[src/design/mcg_pkg.sv]
// master clock generation: shared constants, register map and field layout
// assumes a 20 MHz mclk and a 32-bit AXI4-Lite register bus
package mcg_pkg;

    // ------------------------------------------------------------
    // bus geometry
    // ------------------------------------------------------------
    localparam int          AXI_AW       = 8;
    localparam int          AXI_DW       = 32;
    localparam logic [1:0]  RESP_OKAY    = 2'h0;
    localparam logic [1:0]  RESP_SLVERR  = 2'h2;

    // ------------------------------------------------------------
    // register byte offsets
    // ------------------------------------------------------------
    localparam logic [7:0]  OFS_PLL_CONFIG  = 8'h00;
    localparam logic [7:0]  OFS_SYS_CTRL2   = 8'h04;
    localparam logic [7:0]  OFS_CLK_STATUS  = 8'h08;

    // ------------------------------------------------------------
    // pll_config_register field positions
    // ------------------------------------------------------------
    localparam int          POS_MODE     = 0;
    localparam int          POS_INDIV    = 2;
    localparam int          POS_OUTDIV   = 4;
    localparam int          POS_MULT     = 8;
    localparam int          POS_VCOBAND  = 14;

    // ------------------------------------------------------------
    // system_control_two_reg and status field positions
    // ------------------------------------------------------------
    localparam int          POS_HALVE    = 0;
    localparam int          POS_OSCPER   = 0;
    localparam int          POS_BANDRSV  = 16;
    localparam int          POS_PLLON    = 17;
    localparam int          POS_LOCKED   = 18;

    // ------------------------------------------------------------
    // field values and limits
    // ------------------------------------------------------------
    localparam logic [1:0]  MODE_PLL     = 2'h3;
    localparam logic [1:0]  BAND_RSV     = 2'h3;
    localparam logic [3:0]  OUTDIV_MAX   = 4'hE;
    localparam logic [3:0]  OUTDIV_ILL   = 4'hF;
    localparam int          TRACK_SHIFT  = 4;

    // ------------------------------------------------------------
    // clock rate
    // ------------------------------------------------------------
    localparam int          MCLK_PERIOD_NS = 50;

endpackage

[src/design/mcg_master_clock.sv]
// master clock generation: bypass prescaler or digital pll from the
// oscillator pin, cpu/bus/system clocks, AXI4-Lite register slave
// assumes mclk (20 MHz) is much faster than the oscillator input
//
// Notes on behaviour
// [RL1] config register mode picks bypass or pll
// [RL2] cpu clock is master or master halved
// [RL3] cpu and bus controller share cpu clock
// [RL4] system clock equals cpu clock frequency
// [RL5] bypass divides by (in+1) times (out+1)
// [RL6] both dividers zero: master follows oscillator
// [RL7] input divider max 3, output max 14
// [RL8] mode 11 enables pll with multiplier
// [RL9] pll locks gradually, no abrupt steps
// [RL10] pll output divided by output divider plus one
// [RL11] vco band select, value 11 reserved
// [RL12] halved clock made from master edges
//
// Decided for this implementation: the AXI4-Lite interface to the registers and the register offsets.
`timescale 1ns/100ps
module mcg_master_clock (
    // clock and reset
    input  wire logic                       mclk,
    input  wire logic                       rst_n,
    // oscillator pin
    input  wire logic                       crystalInput,
    // generated clocks and vco band select
    output logic                            masterClock,
    output logic                            cpuClock,
    output logic                            busCtrlClock,
    output logic                            systemClock,
    output logic [1:0]                      vcoBand,
    // axi4-lite write address
    input  wire logic [mcg_pkg::AXI_AW-1:0] s_axi_awaddr,
    input  wire logic                       s_axi_awvalid,
    output logic                            s_axi_awready,
    // axi4-lite write data
    input  wire logic [mcg_pkg::AXI_DW-1:0] s_axi_wdata,
    input  wire logic [3:0]                 s_axi_wstrb,
    input  wire logic                       s_axi_wvalid,
    output logic                            s_axi_wready,
    // axi4-lite write response
    output logic [1:0]                      s_axi_bresp,
    output logic                            s_axi_bvalid,
    input  wire logic                       s_axi_bready,
    // axi4-lite read address
    input  wire logic [mcg_pkg::AXI_AW-1:0] s_axi_araddr,
    input  wire logic                       s_axi_arvalid,
    output logic                            s_axi_arready,
    // axi4-lite read data
    output logic [mcg_pkg::AXI_DW-1:0]      s_axi_rdata,
    output logic [1:0]                      s_axi_rresp,
    output logic                            s_axi_rvalid,
    input  wire logic                       s_axi_rready
);

    // ------------------------------------------------------------
    // state
    // ------------------------------------------------------------
    typedef struct packed {
        logic        oscPrev;
        logic        masterClk;
        logic        cpuClk;
        logic        busClk;
        logic        sysClk;
        logic [1:0]  mode;
        logic [1:0]  inDiv;
        logic [3:0]  outDiv;
        logic [4:0]  mult;
        logic [1:0]  band;
        logic        halve;
        logic [5:0]  halfCnt;
        logic [15:0] perCnt;
        logic [15:0] oscPer;
        logic [23:0] track;
        logic [23:0] acc;
        logic        locked;
        logic        bValid;
        logic [1:0]  bResp;
        logic        rValid;
        logic [31:0] rData;
        logic [1:0]  rResp;
    } mcg_state_t;

    mcg_state_t st_ff;
    mcg_state_t nxt_st;
    logic       oscSync;

    // ------------------------------------------------------------
    // helpers
    // ------------------------------------------------------------
    // overall prescale factor (in+1)*(out+1), at most 60
    function automatic logic [5:0] divProduct(input logic [1:0] i, input logic [3:0] o);
        logic [5:0] a;
        logic [5:0] b;
        a = {4'h0, i} + 6'h01;
        b = {2'h0, o} + 6'h01;
        return 6'(a * b);
    endfunction

    // word match of a byte address
    function automatic logic hitWord(input logic [7:0] addr, input logic [7:0] ofs);
        return addr[7:2] == ofs[7:2];
    endfunction

    // ------------------------------------------------------------
    // oscillator pin synchroniser
    // ------------------------------------------------------------
    mcg_sync2 u_osc_sync (
        .mclk  (mclk),
        .rst_n (rst_n),
        .din   (crystalInput),
        .dout  (oscSync)
    );

    // ------------------------------------------------------------
    // combinational decode
    // ------------------------------------------------------------
    logic        pllOn;
    logic [5:0]  nFactor;
    logic        oscEdge;
    logic        oscRise;
    logic [23:0] pnTarget;
    logic [6:0]  accStep;
    logic        wrTake;
    logic        rdTake;

    assign pllOn    = st_ff.mode == mcg_pkg::MODE_PLL;               // RL1
    assign nFactor  = divProduct(st_ff.inDiv, st_ff.outDiv);
    assign oscEdge  = oscSync ^ st_ff.oscPrev;
    assign oscRise  = oscSync & ~st_ff.oscPrev;
    assign pnTarget = {8'h00, st_ff.oscPer} * {18'h0_0000, nFactor};   // RL8
    assign accStep  = {1'b0, st_ff.mult, 1'b0} + 7'h02;
    assign wrTake   = s_axi_awvalid & s_axi_wvalid & ~st_ff.bValid;
    assign rdTake   = s_axi_arvalid & ~st_ff.rValid;

    // handshake outputs
    assign s_axi_awready = wrTake;
    assign s_axi_wready  = wrTake;
    assign s_axi_arready = ~st_ff.rValid;

    // ------------------------------------------------------------
    // next state
    // ------------------------------------------------------------
    always_comb begin
        logic [24:0] nAcc;
        logic [23:0] gap;
        logic [23:0] stepT;
        logic        mcNext;
        nAcc   = '0;
        gap    = '0;
        stepT  = '0;
        nxt_st = st_ff;
        nxt_st.oscPrev = oscSync;
        mcNext = st_ff.masterClk;

        // oscillator period in mclk cycles
        if (oscRise) begin
            nxt_st.oscPer = st_ff.perCnt + 16'h0001;
            nxt_st.perCnt = '0;
        end else if (st_ff.perCnt != 16'hFFFF) begin
            nxt_st.perCnt = st_ff.perCnt + 16'h0001;
        end

        if (!pllOn) begin
            // bypass prescaler
            nxt_st.acc    = '0;
            nxt_st.locked = 1'b0;
            if (nFactor == 6'h01) begin
                mcNext         = oscSync;                           // RL6
                nxt_st.halfCnt = '0;
            end else if (oscEdge) begin
                // toggle every N oscillator half periods
                if (st_ff.halfCnt >= nFactor - 6'h01) begin        // RL5
                    nxt_st.halfCnt = '0;
                    mcNext         = ~st_ff.masterClk;
                end else begin
                    nxt_st.halfCnt = st_ff.halfCnt + 6'h01;
                end
            end
        end else begin
            // pll: track slews toward oscPer*N, a period scaled by 1/(mult+1)
            nxt_st.halfCnt = '0;
            if (oscRise) begin
                if (st_ff.track < pnTarget) begin
                    gap   = pnTarget - st_ff.track;
                    stepT = (gap >> mcg_pkg::TRACK_SHIFT) == '0 ? 24'h00_0001
                          : gap >> mcg_pkg::TRACK_SHIFT;
                    nxt_st.track = st_ff.track + stepT;             // RL9
                end else if (st_ff.track > pnTarget) begin
                    gap   = st_ff.track - pnTarget;
                    stepT = (gap >> mcg_pkg::TRACK_SHIFT) == '0 ? 24'h00_0001
                          : gap >> mcg_pkg::TRACK_SHIFT;
                    nxt_st.track = st_ff.track - stepT;             // RL9
                end
            end
            nxt_st.locked = st_ff.track == pnTarget;
            // phase accumulator: half period = track / (2*(mult+1))
            if (st_ff.track != '0) begin
                nAcc = {1'b0, st_ff.acc} + {18'h0_0000, accStep};   // RL8
                if (nAcc >= {1'b0, st_ff.track}) begin              // RL10
                    nxt_st.acc = 24'(nAcc - {1'b0, st_ff.track});
                    mcNext     = ~st_ff.masterClk;
                end else begin
                    nxt_st.acc = nAcc[23:0];
                end
                if (nxt_st.acc >= nxt_st.track) begin
                    nxt_st.acc = '0;
                end
            end
        end
        nxt_st.masterClk = mcNext;

        // cpu clock: master, or toggled on each master rise
        if (st_ff.halve) begin
            if (mcNext && !st_ff.masterClk) begin                  // RL12
                nxt_st.cpuClk = ~st_ff.cpuClk;                     // RL2
            end
        end else begin
            nxt_st.cpuClk = mcNext;                                // RL2
        end
        nxt_st.busClk = nxt_st.cpuClk;                             // RL3
        nxt_st.sysClk = nxt_st.cpuClk;                             // RL4

        // register writes
        if (st_ff.bValid && s_axi_bready) begin
            nxt_st.bValid = 1'b0;
        end
        if (wrTake) begin
            nxt_st.bValid = 1'b1;
            nxt_st.bResp  = mcg_pkg::RESP_OKAY;
            if (hitWord(s_axi_awaddr, mcg_pkg::OFS_PLL_CONFIG)) begin
                if (s_axi_wstrb[0]) begin
                    // restart the prescaler so no stale count exceeds a new factor
                    nxt_st.halfCnt = '0;
                    nxt_st.mode  = s_axi_wdata[mcg_pkg::POS_MODE +: 2];
                    nxt_st.inDiv = s_axi_wdata[mcg_pkg::POS_INDIV +: 2];
                    // output divider saturates at 14
                    nxt_st.outDiv = s_axi_wdata[mcg_pkg::POS_OUTDIV +: 4]
                                    == mcg_pkg::OUTDIV_ILL ? mcg_pkg::OUTDIV_MAX
                                    : s_axi_wdata[mcg_pkg::POS_OUTDIV +: 4]; // RL7
                end
                if (s_axi_wstrb[1]) begin
                    nxt_st.mult = s_axi_wdata[mcg_pkg::POS_MULT +: 5];
                    nxt_st.band = s_axi_wdata[mcg_pkg::POS_VCOBAND +: 2];    // RL11
                end
            end else if (hitWord(s_axi_awaddr, mcg_pkg::OFS_SYS_CTRL2)) begin
                if (s_axi_wstrb[0]) begin
                    nxt_st.halve = s_axi_wdata[mcg_pkg::POS_HALVE];
                end
            end else if (!hitWord(s_axi_awaddr, mcg_pkg::OFS_CLK_STATUS)) begin
                nxt_st.bResp = mcg_pkg::RESP_SLVERR;
            end
        end

        // register reads
        if (st_ff.rValid && s_axi_rready) begin
            nxt_st.rValid = 1'b0;
        end
        if (rdTake) begin
            nxt_st.rValid = 1'b1;
            nxt_st.rResp  = mcg_pkg::RESP_OKAY;
            nxt_st.rData  = '0;
            if (hitWord(s_axi_araddr, mcg_pkg::OFS_PLL_CONFIG)) begin
                nxt_st.rData[mcg_pkg::POS_MODE +: 2]    = st_ff.mode;
                nxt_st.rData[mcg_pkg::POS_INDIV +: 2]   = st_ff.inDiv;
                nxt_st.rData[mcg_pkg::POS_OUTDIV +: 4]  = st_ff.outDiv;
                nxt_st.rData[mcg_pkg::POS_MULT +: 5]    = st_ff.mult;
                nxt_st.rData[mcg_pkg::POS_VCOBAND +: 2] = st_ff.band;
            end else if (hitWord(s_axi_araddr, mcg_pkg::OFS_SYS_CTRL2)) begin
                nxt_st.rData[mcg_pkg::POS_HALVE] = st_ff.halve;
            end else if (hitWord(s_axi_araddr, mcg_pkg::OFS_CLK_STATUS)) begin
                nxt_st.rData[mcg_pkg::POS_OSCPER +: 16] = st_ff.oscPer;
                nxt_st.rData[mcg_pkg::POS_BANDRSV] = st_ff.band == mcg_pkg::BAND_RSV; // RL11
                nxt_st.rData[mcg_pkg::POS_PLLON]   = pllOn;
                nxt_st.rData[mcg_pkg::POS_LOCKED]  = st_ff.locked;
            end else begin
                nxt_st.rResp = mcg_pkg::RESP_SLVERR;
            end
        end
    end

    // ------------------------------------------------------------
    // state register
    // ------------------------------------------------------------
    always_ff @(posedge mclk) begin
        if (!rst_n) begin
            st_ff <= '0;
        end else begin
            st_ff <= nxt_st;
        end
    end

    // outputs straight from flops
    assign masterClock  = st_ff.masterClk;
    assign cpuClock     = st_ff.cpuClk;
    assign busCtrlClock = st_ff.busClk;
    assign systemClock  = st_ff.sysClk;
    assign vcoBand      = st_ff.band;
    assign s_axi_bvalid = st_ff.bValid;
    assign s_axi_bresp  = st_ff.bResp;
    assign s_axi_rvalid = st_ff.rValid;
    assign s_axi_rdata  = st_ff.rData;
    assign s_axi_rresp  = st_ff.rResp;
endmodule

[src/design/mcg_sync2.sv]
// two-flop synchroniser for the oscillator pin
// assumes din is asynchronous to mclk
`timescale 1ns/100ps
module mcg_sync2 (
    // clock and reset
    input  wire logic mclk,
    input  wire logic rst_n,
    // level in and out
    input  wire logic din,
    output logic      dout
);
    logic meta_ff;
    logic sync_ff;

    // ------------------------------------------------------------
    // two stages, first read only by the second
    // ------------------------------------------------------------
    always_ff @(posedge mclk) begin
        if (!rst_n) begin
            meta_ff <= 1'b0;
            sync_ff <= 1'b0;
        end else begin
            meta_ff <= din;
            sync_ff <= meta_ff;
        end
    end

    assign dout = sync_ff;
endmodule

[config.mk]
export PLATFORM = sky130hd
export DESIGN_NAME = mcg_master_clock
export DESIGN_NICKNAME = d
export VERILOG_FILES = /design/src/design/mcg_pkg.sv /design/src/design/mcg_master_clock.sv /design/src/design/mcg_sync2.sv
export SDC_FILE = /design/constraint.sdc
export NUM_CORES = 1
export LEC_CHECK = 0
export ABC_AREA = 1
export BUFFER_PORTS_ARGS = -buffer_cell sky130_fd_sc_hd__buf_2
export CORE_ASPECT_RATIO = 1.1
export CORE_MARGIN = 3
export CORE_UTILIZATION = 43
export DETAILED_ROUTE_END_ITERATION = 7
export GPL_TIMING_DRIVEN = 0
export PLACE_DENSITY_LB_ADDON = 0.1
export SETUP_SLACK_MARGIN = 0.02
export SKIP_LAST_GASP = 1
export SYNTH_ARGS = -nofsm -noshare
export SYNTH_HDL_FRONTEND = slang
export SYNTH_SLANG_ARGS = --single-unit
[constraint.sdc]
create_clock -name mclk -period 10.35 [get_ports mclk]
set_input_delay 2.07 -clock mclk [delete_from_list [all_inputs] [get_ports mclk]]
set_output_delay 2.07 -clock mclk [all_outputs]
set_load 0.02 [all_outputs]
==> results.txt <==
----------------------------------------------------
[Outcome]
  Run status ... finished, violations left
  Failing checks ... negative setup slack

[Critical path]
  Buffering stage count on the worst path with inverters included ... 10
  CP arrival ... 11.17 ns
  Startpoint-to-endpoint class of the critical path ... reg2reg
  Type of destination of the critical path ... flop
  Endpoint required time on the critical path ... about 11 ns
  Cell seen most often among critical-path stages ... sky130_fd_sc_hd__nand2_2
  Slowest stage cell, crit path ... sky130_fd_sc_hd__fa_1
  CP max stage delay ... ~0.56 ns
  Critical path's top delay family ... adder cells
  Crit path depth ... about 70
  Cell count of the worst reg-to-reg path ... 68
  Maximum fanout count along the critical path ... 8
  Startpoint type of the worst setup path ... flop

[CTS]
  TritonCTS clock tree ... built
  TritonCTS sink count ... between 100 and 150
  Post-CTS clock slew at the launch and capture registers of the worst setup and hold paths ... 0.07 ns
  Number of levels in the clock H-tree ... 4
  Maximum buffer depth of the clock tree ... 2
  Num CTS Buffers ... 17
  Later-pin clock latency in the skew report ... around 0.44 ns
  Cell chosen for the clock root ... sky130_fd_sc_hd__clkbuf_16
  Post-cts hold buffer count ... 0

[Yosys]
  Count of distinct cell types in the synthesized netlist ... 50
  Count of flip-flops with a built-in enable after synthesis ... 0
  Synth Instances ... ~2700
  Share of synthesized area occupied by flip-flops and latches ... 15.2%
  Async set-or-reset flop fraction in the synthesized netlist ... 0%
  Number of warning messages in the yosys log ... 0
  Dominant register cell in the synthesized netlist ... sky130_fd_sc_hd__dfxtp_1
  Syn_area_per_cell ... about 6.5 um2
  Synthesis-stage register bit count ... 131
  Mapped cell area ... about 17000 um2

[Power and ir drop]
  Worst vdd rail ir drop ... between 0.0001 and 0.00015 V
  Power density over cell area ... 73.5 nW/um2
  Static leakage ... just over 10 nW

[Timing]
  Worst Max-Slew Pin Slew ... roughly 0.94 ns
  Upper clock frequency limit ... just over 90 MHz
  Worst hold slack after final layout ... 0.417 ns
  Unrepaired setup endpoints after global routing ... yes
  Crit share post-route ... 104%
  Final period demand of the worst path ... ~11 ns
  Slew Limit Fails ... 0
  Final sum of negative setup slack ... -9.63 ns
  Post-layout worst setup margin ... -0.453 ns
  Count of final setup violators ... 24
  Worst slew margin ... around 37%
  Worst-case clock skew ... about 0.017 ns
  Hold Vio Cnt, Final ... 0

[Global route]
  Number of antenna violations at the first check in global routing ... 0
  Via count of the first global-routing pass ... 17700
  Overflow left after global routing ... 0
  Overall Global Routing Usage ... about 29%
  Maximum number of pins on one net before global-route repair ... 17
  Wire length of the first global-routing pass ... roughly 95 mm

[Floorplanning]
  Die H ... about 220 um
  Number of ports placed on the die boundary ... ~110
  Die span in x ... between 150 and 200 um
  Core Box Area ... roughly 39000 um2
  Cell Rows ... 76
  Starting Density ... between 40% and 50%
  Area enclosed by the die boundary ... 42500 um2

[Placed design]
  Placed inst area ... approximately 18000 um2
  # port buffers ... 68
  Gp weighted congestion ... slightly below 1
  Post-place setup slack ... -2.18 ns
  Final HPWL DP ... 50.8 mm

[Drt]
  Number of vias per cell ... 5.43
  Remaining antenna violation count after routing ... 0
  Residual DRC ... 0
  Vias after detailed routing ... about 18000
  Number of design-rule violations left by the first detailed-router iteration ... about 1500
  Detailed Routing Iterations Pass 1 ... 6
  Total wirelength of the detailed-routed design ... about 62 mm
  Routed wire length per instance ... roughly 19 um

[Flow run]
  Max-capacitance violation count ... 0

[Finish]
  Number of diodes added for antenna fixing ... 0
  Final cell area excluding filler cells ... 20700 um2
  Share of post-route cells with drive strength above 1 ... roughly 17%
  Final Net Count ... between 3000 and 4000
  Filler Cells Inserted ... between 4000 and 5000
  Area Overhead vs Synth ... 20.0%

[Hold path]
  Worst min path class ... reg2reg
  Cells on Worst Hold Path ... 2

----------------------------------------------------
==> path summary, 6_finish.rpt <==
kind,startpoint,end,slack (ns)
worst max-delay path,st_ff[134]$_SDFFE_PN0P_,st_ff[44]$_SDFFE_PN0N_,-0.45
worst min register to register,u_osc_sync.meta_ff$_SDFF_PN0_,u_osc_sync.dout$_SDFF_PN0_,0.42
worst max register to register,st_ff[134]$_SDFFE_PN0P_,st_ff[44]$_SDFFE_PN0N_,-0.45
worst min-delay path,u_osc_sync.meta_ff$_SDFF_PN0_,u_osc_sync.dout$_SDFF_PN0_,0.42
==> synth_stat cells, types with 42 or more instances <==
cell type                 count  share of area [%]
sky130_fd_sc_hd__fa_1        65                7.6
sky130_fd_sc_hd__dfxtp_1    131                 15
sky130_fd_sc_hd__nand2_1    596                 13
sky130_fd_sc_hd__o21ai_0    137                4.0
sky130_fd_sc_hd__nand3_1    131                3.8
sky130_fd_sc_hd__a21oi_1    212                6.2
sky130_fd_sc_hd__ha_1       189                 14
sky130_fd_sc_hd__xor2_1      86                4.4
sky130_fd_sc_hd__xnor2_1     50                2.5
sky130_fd_sc_hd__inv_1      410                8.9
sky130_fd_sc_hd__buf_4       42                1.8
sky130_fd_sc_hd__nor2_1     260                5.7
==> worst reg2reg max path, delay by kind of cell (launching register included) <==
| family | cells | cell delay (ns) |
|---|---|---|
| AOI/OAI and AO/OA | 9 | 1.27 |
| xor gates and xnor gates | 4 | 0.80 |
| adders and majority gates | 11 | 3.90 |
| buffers and inverters | 10 | 0.90 |
| DFF | 1 | 0.38 |
| and+or+nand+nor | 34 | 3.48 |
==> area by class of cell <==
cell class	count	area (um2)	share of cell area, %
plain buffers	96	674	3.26
clock buffers	17	425	2.06
clock inverters	15	165	0.799
inverters	416	1560	7.57
multi-input cells	2029	13700	66.1
flip-flops and latches	131	2640	12.8
well taps	507	634	3.07
repair buffers	134	896	4.33
==> power by group <==
group / switching (mW) / leakage [nW] / internal, mW
Combinational: 0.248 / 9.01 / 0.134
Clock: 0.279 / 0.289 / 0.342
Sequential: 0.00511 / 1.06 / 0.511
Total: 0.532 / 10.4 / 0.987
==> kinds of logic (layout without fill, tap and decap cells) <==
family | Yosys count | count (layout) | synth area share [%]
simple gates | 1105 | 1105 | 26.7
compound gates | 519 | 519 | 17.3
buf+inv | 513 | 678 | 12.5
fa+ha+maj | 254 | 254 | 21.3
xor+xnor | 136 | 136 | 6.91
flops | 131 | 131 | 15.2
other cells | 1 | 15 | 0.0218
==> per-layer routing <==
metal | vias to the layer above | global-route usage, % | wire length, um
li1 | 8918 | - | -
met1 | 8514 | 36.6 | 26900
met2 | 589 | 47.8 | 29000
met3 | 137 | 3.43 | 3240
met4 | 0 | 13.1 | 3160
met5 | - | 0 | 0
==> state kept, by name, indices dropped and copies added, names as in the netlist <==
register / cells
s_axi_bvalid: 1
masterClock: 1
s_axi_rvalid: 1
s_axi_rresp: 1
vcoBand: 2
s_axi_rdata: 19
u_osc_sync.dout: 1
systemClock: 1
st_ff: 102
u_osc_sync.meta_ff: 1
s_axi_bresp: 1
==> stage by stage <==
stage	instances	total power, mW	util [%]
after detailed placement	3248	0.856	46.5
after global routing	3345	1.58	52.5
after CTS	3333	1.51	51.3
final	3345	1.52	52.5
after global placement	3248	0.855	46.5
after floorplan	2673	0.758	-
==> repair_timing <==
| item | 4_1_cts | 5_1_grt |
|---|---|---|
| cloned | 2 | 1 |
| buffers inserted | 52 | 12 |
| pin swaps | 75 | 79 |
| gates resized for setup | 194 | 94 |
| setup endpoints to repair | 44 | 24 |
==> cells in the final DEF (no fill, tap or decap), types with 12 or more instances in the layout <==
cell type	instances
sky130_fd_sc_hd__a21o_1	18
sky130_fd_sc_hd__a21oi_1	187
sky130_fd_sc_hd__a21oi_2	30
sky130_fd_sc_hd__buf_2	76
sky130_fd_sc_hd__buf_4	102
sky130_fd_sc_hd__clkbuf_1	28
sky130_fd_sc_hd__clkbuf_16	20
sky130_fd_sc_hd__conb_1	15
sky130_fd_sc_hd__dfxtp_1	126
sky130_fd_sc_hd__fa_1	63
sky130_fd_sc_hd__ha_1	163
sky130_fd_sc_hd__ha_4	20
sky130_fd_sc_hd__inv_1	395
sky130_fd_sc_hd__inv_2	19
sky130_fd_sc_hd__nand2_1	558
sky130_fd_sc_hd__nand2_2	38
sky130_fd_sc_hd__nand2_4	16
sky130_fd_sc_hd__nand3_1	115
sky130_fd_sc_hd__nand3_2	17
sky130_fd_sc_hd__nand4_1	39
sky130_fd_sc_hd__nor2_1	242
sky130_fd_sc_hd__nor2_4	13
sky130_fd_sc_hd__nor3_1	24
sky130_fd_sc_hd__o211ai_1	31
sky130_fd_sc_hd__o21a_1	12
sky130_fd_sc_hd__o21ai_0	121
sky130_fd_sc_hd__o21ai_1	21
sky130_fd_sc_hd__o21ai_2	31
sky130_fd_sc_hd__o22ai_1	17
sky130_fd_sc_hd__xnor2_1	45
sky130_fd_sc_hd__xor2_1	73
Power figures use the tool's default switching activity.
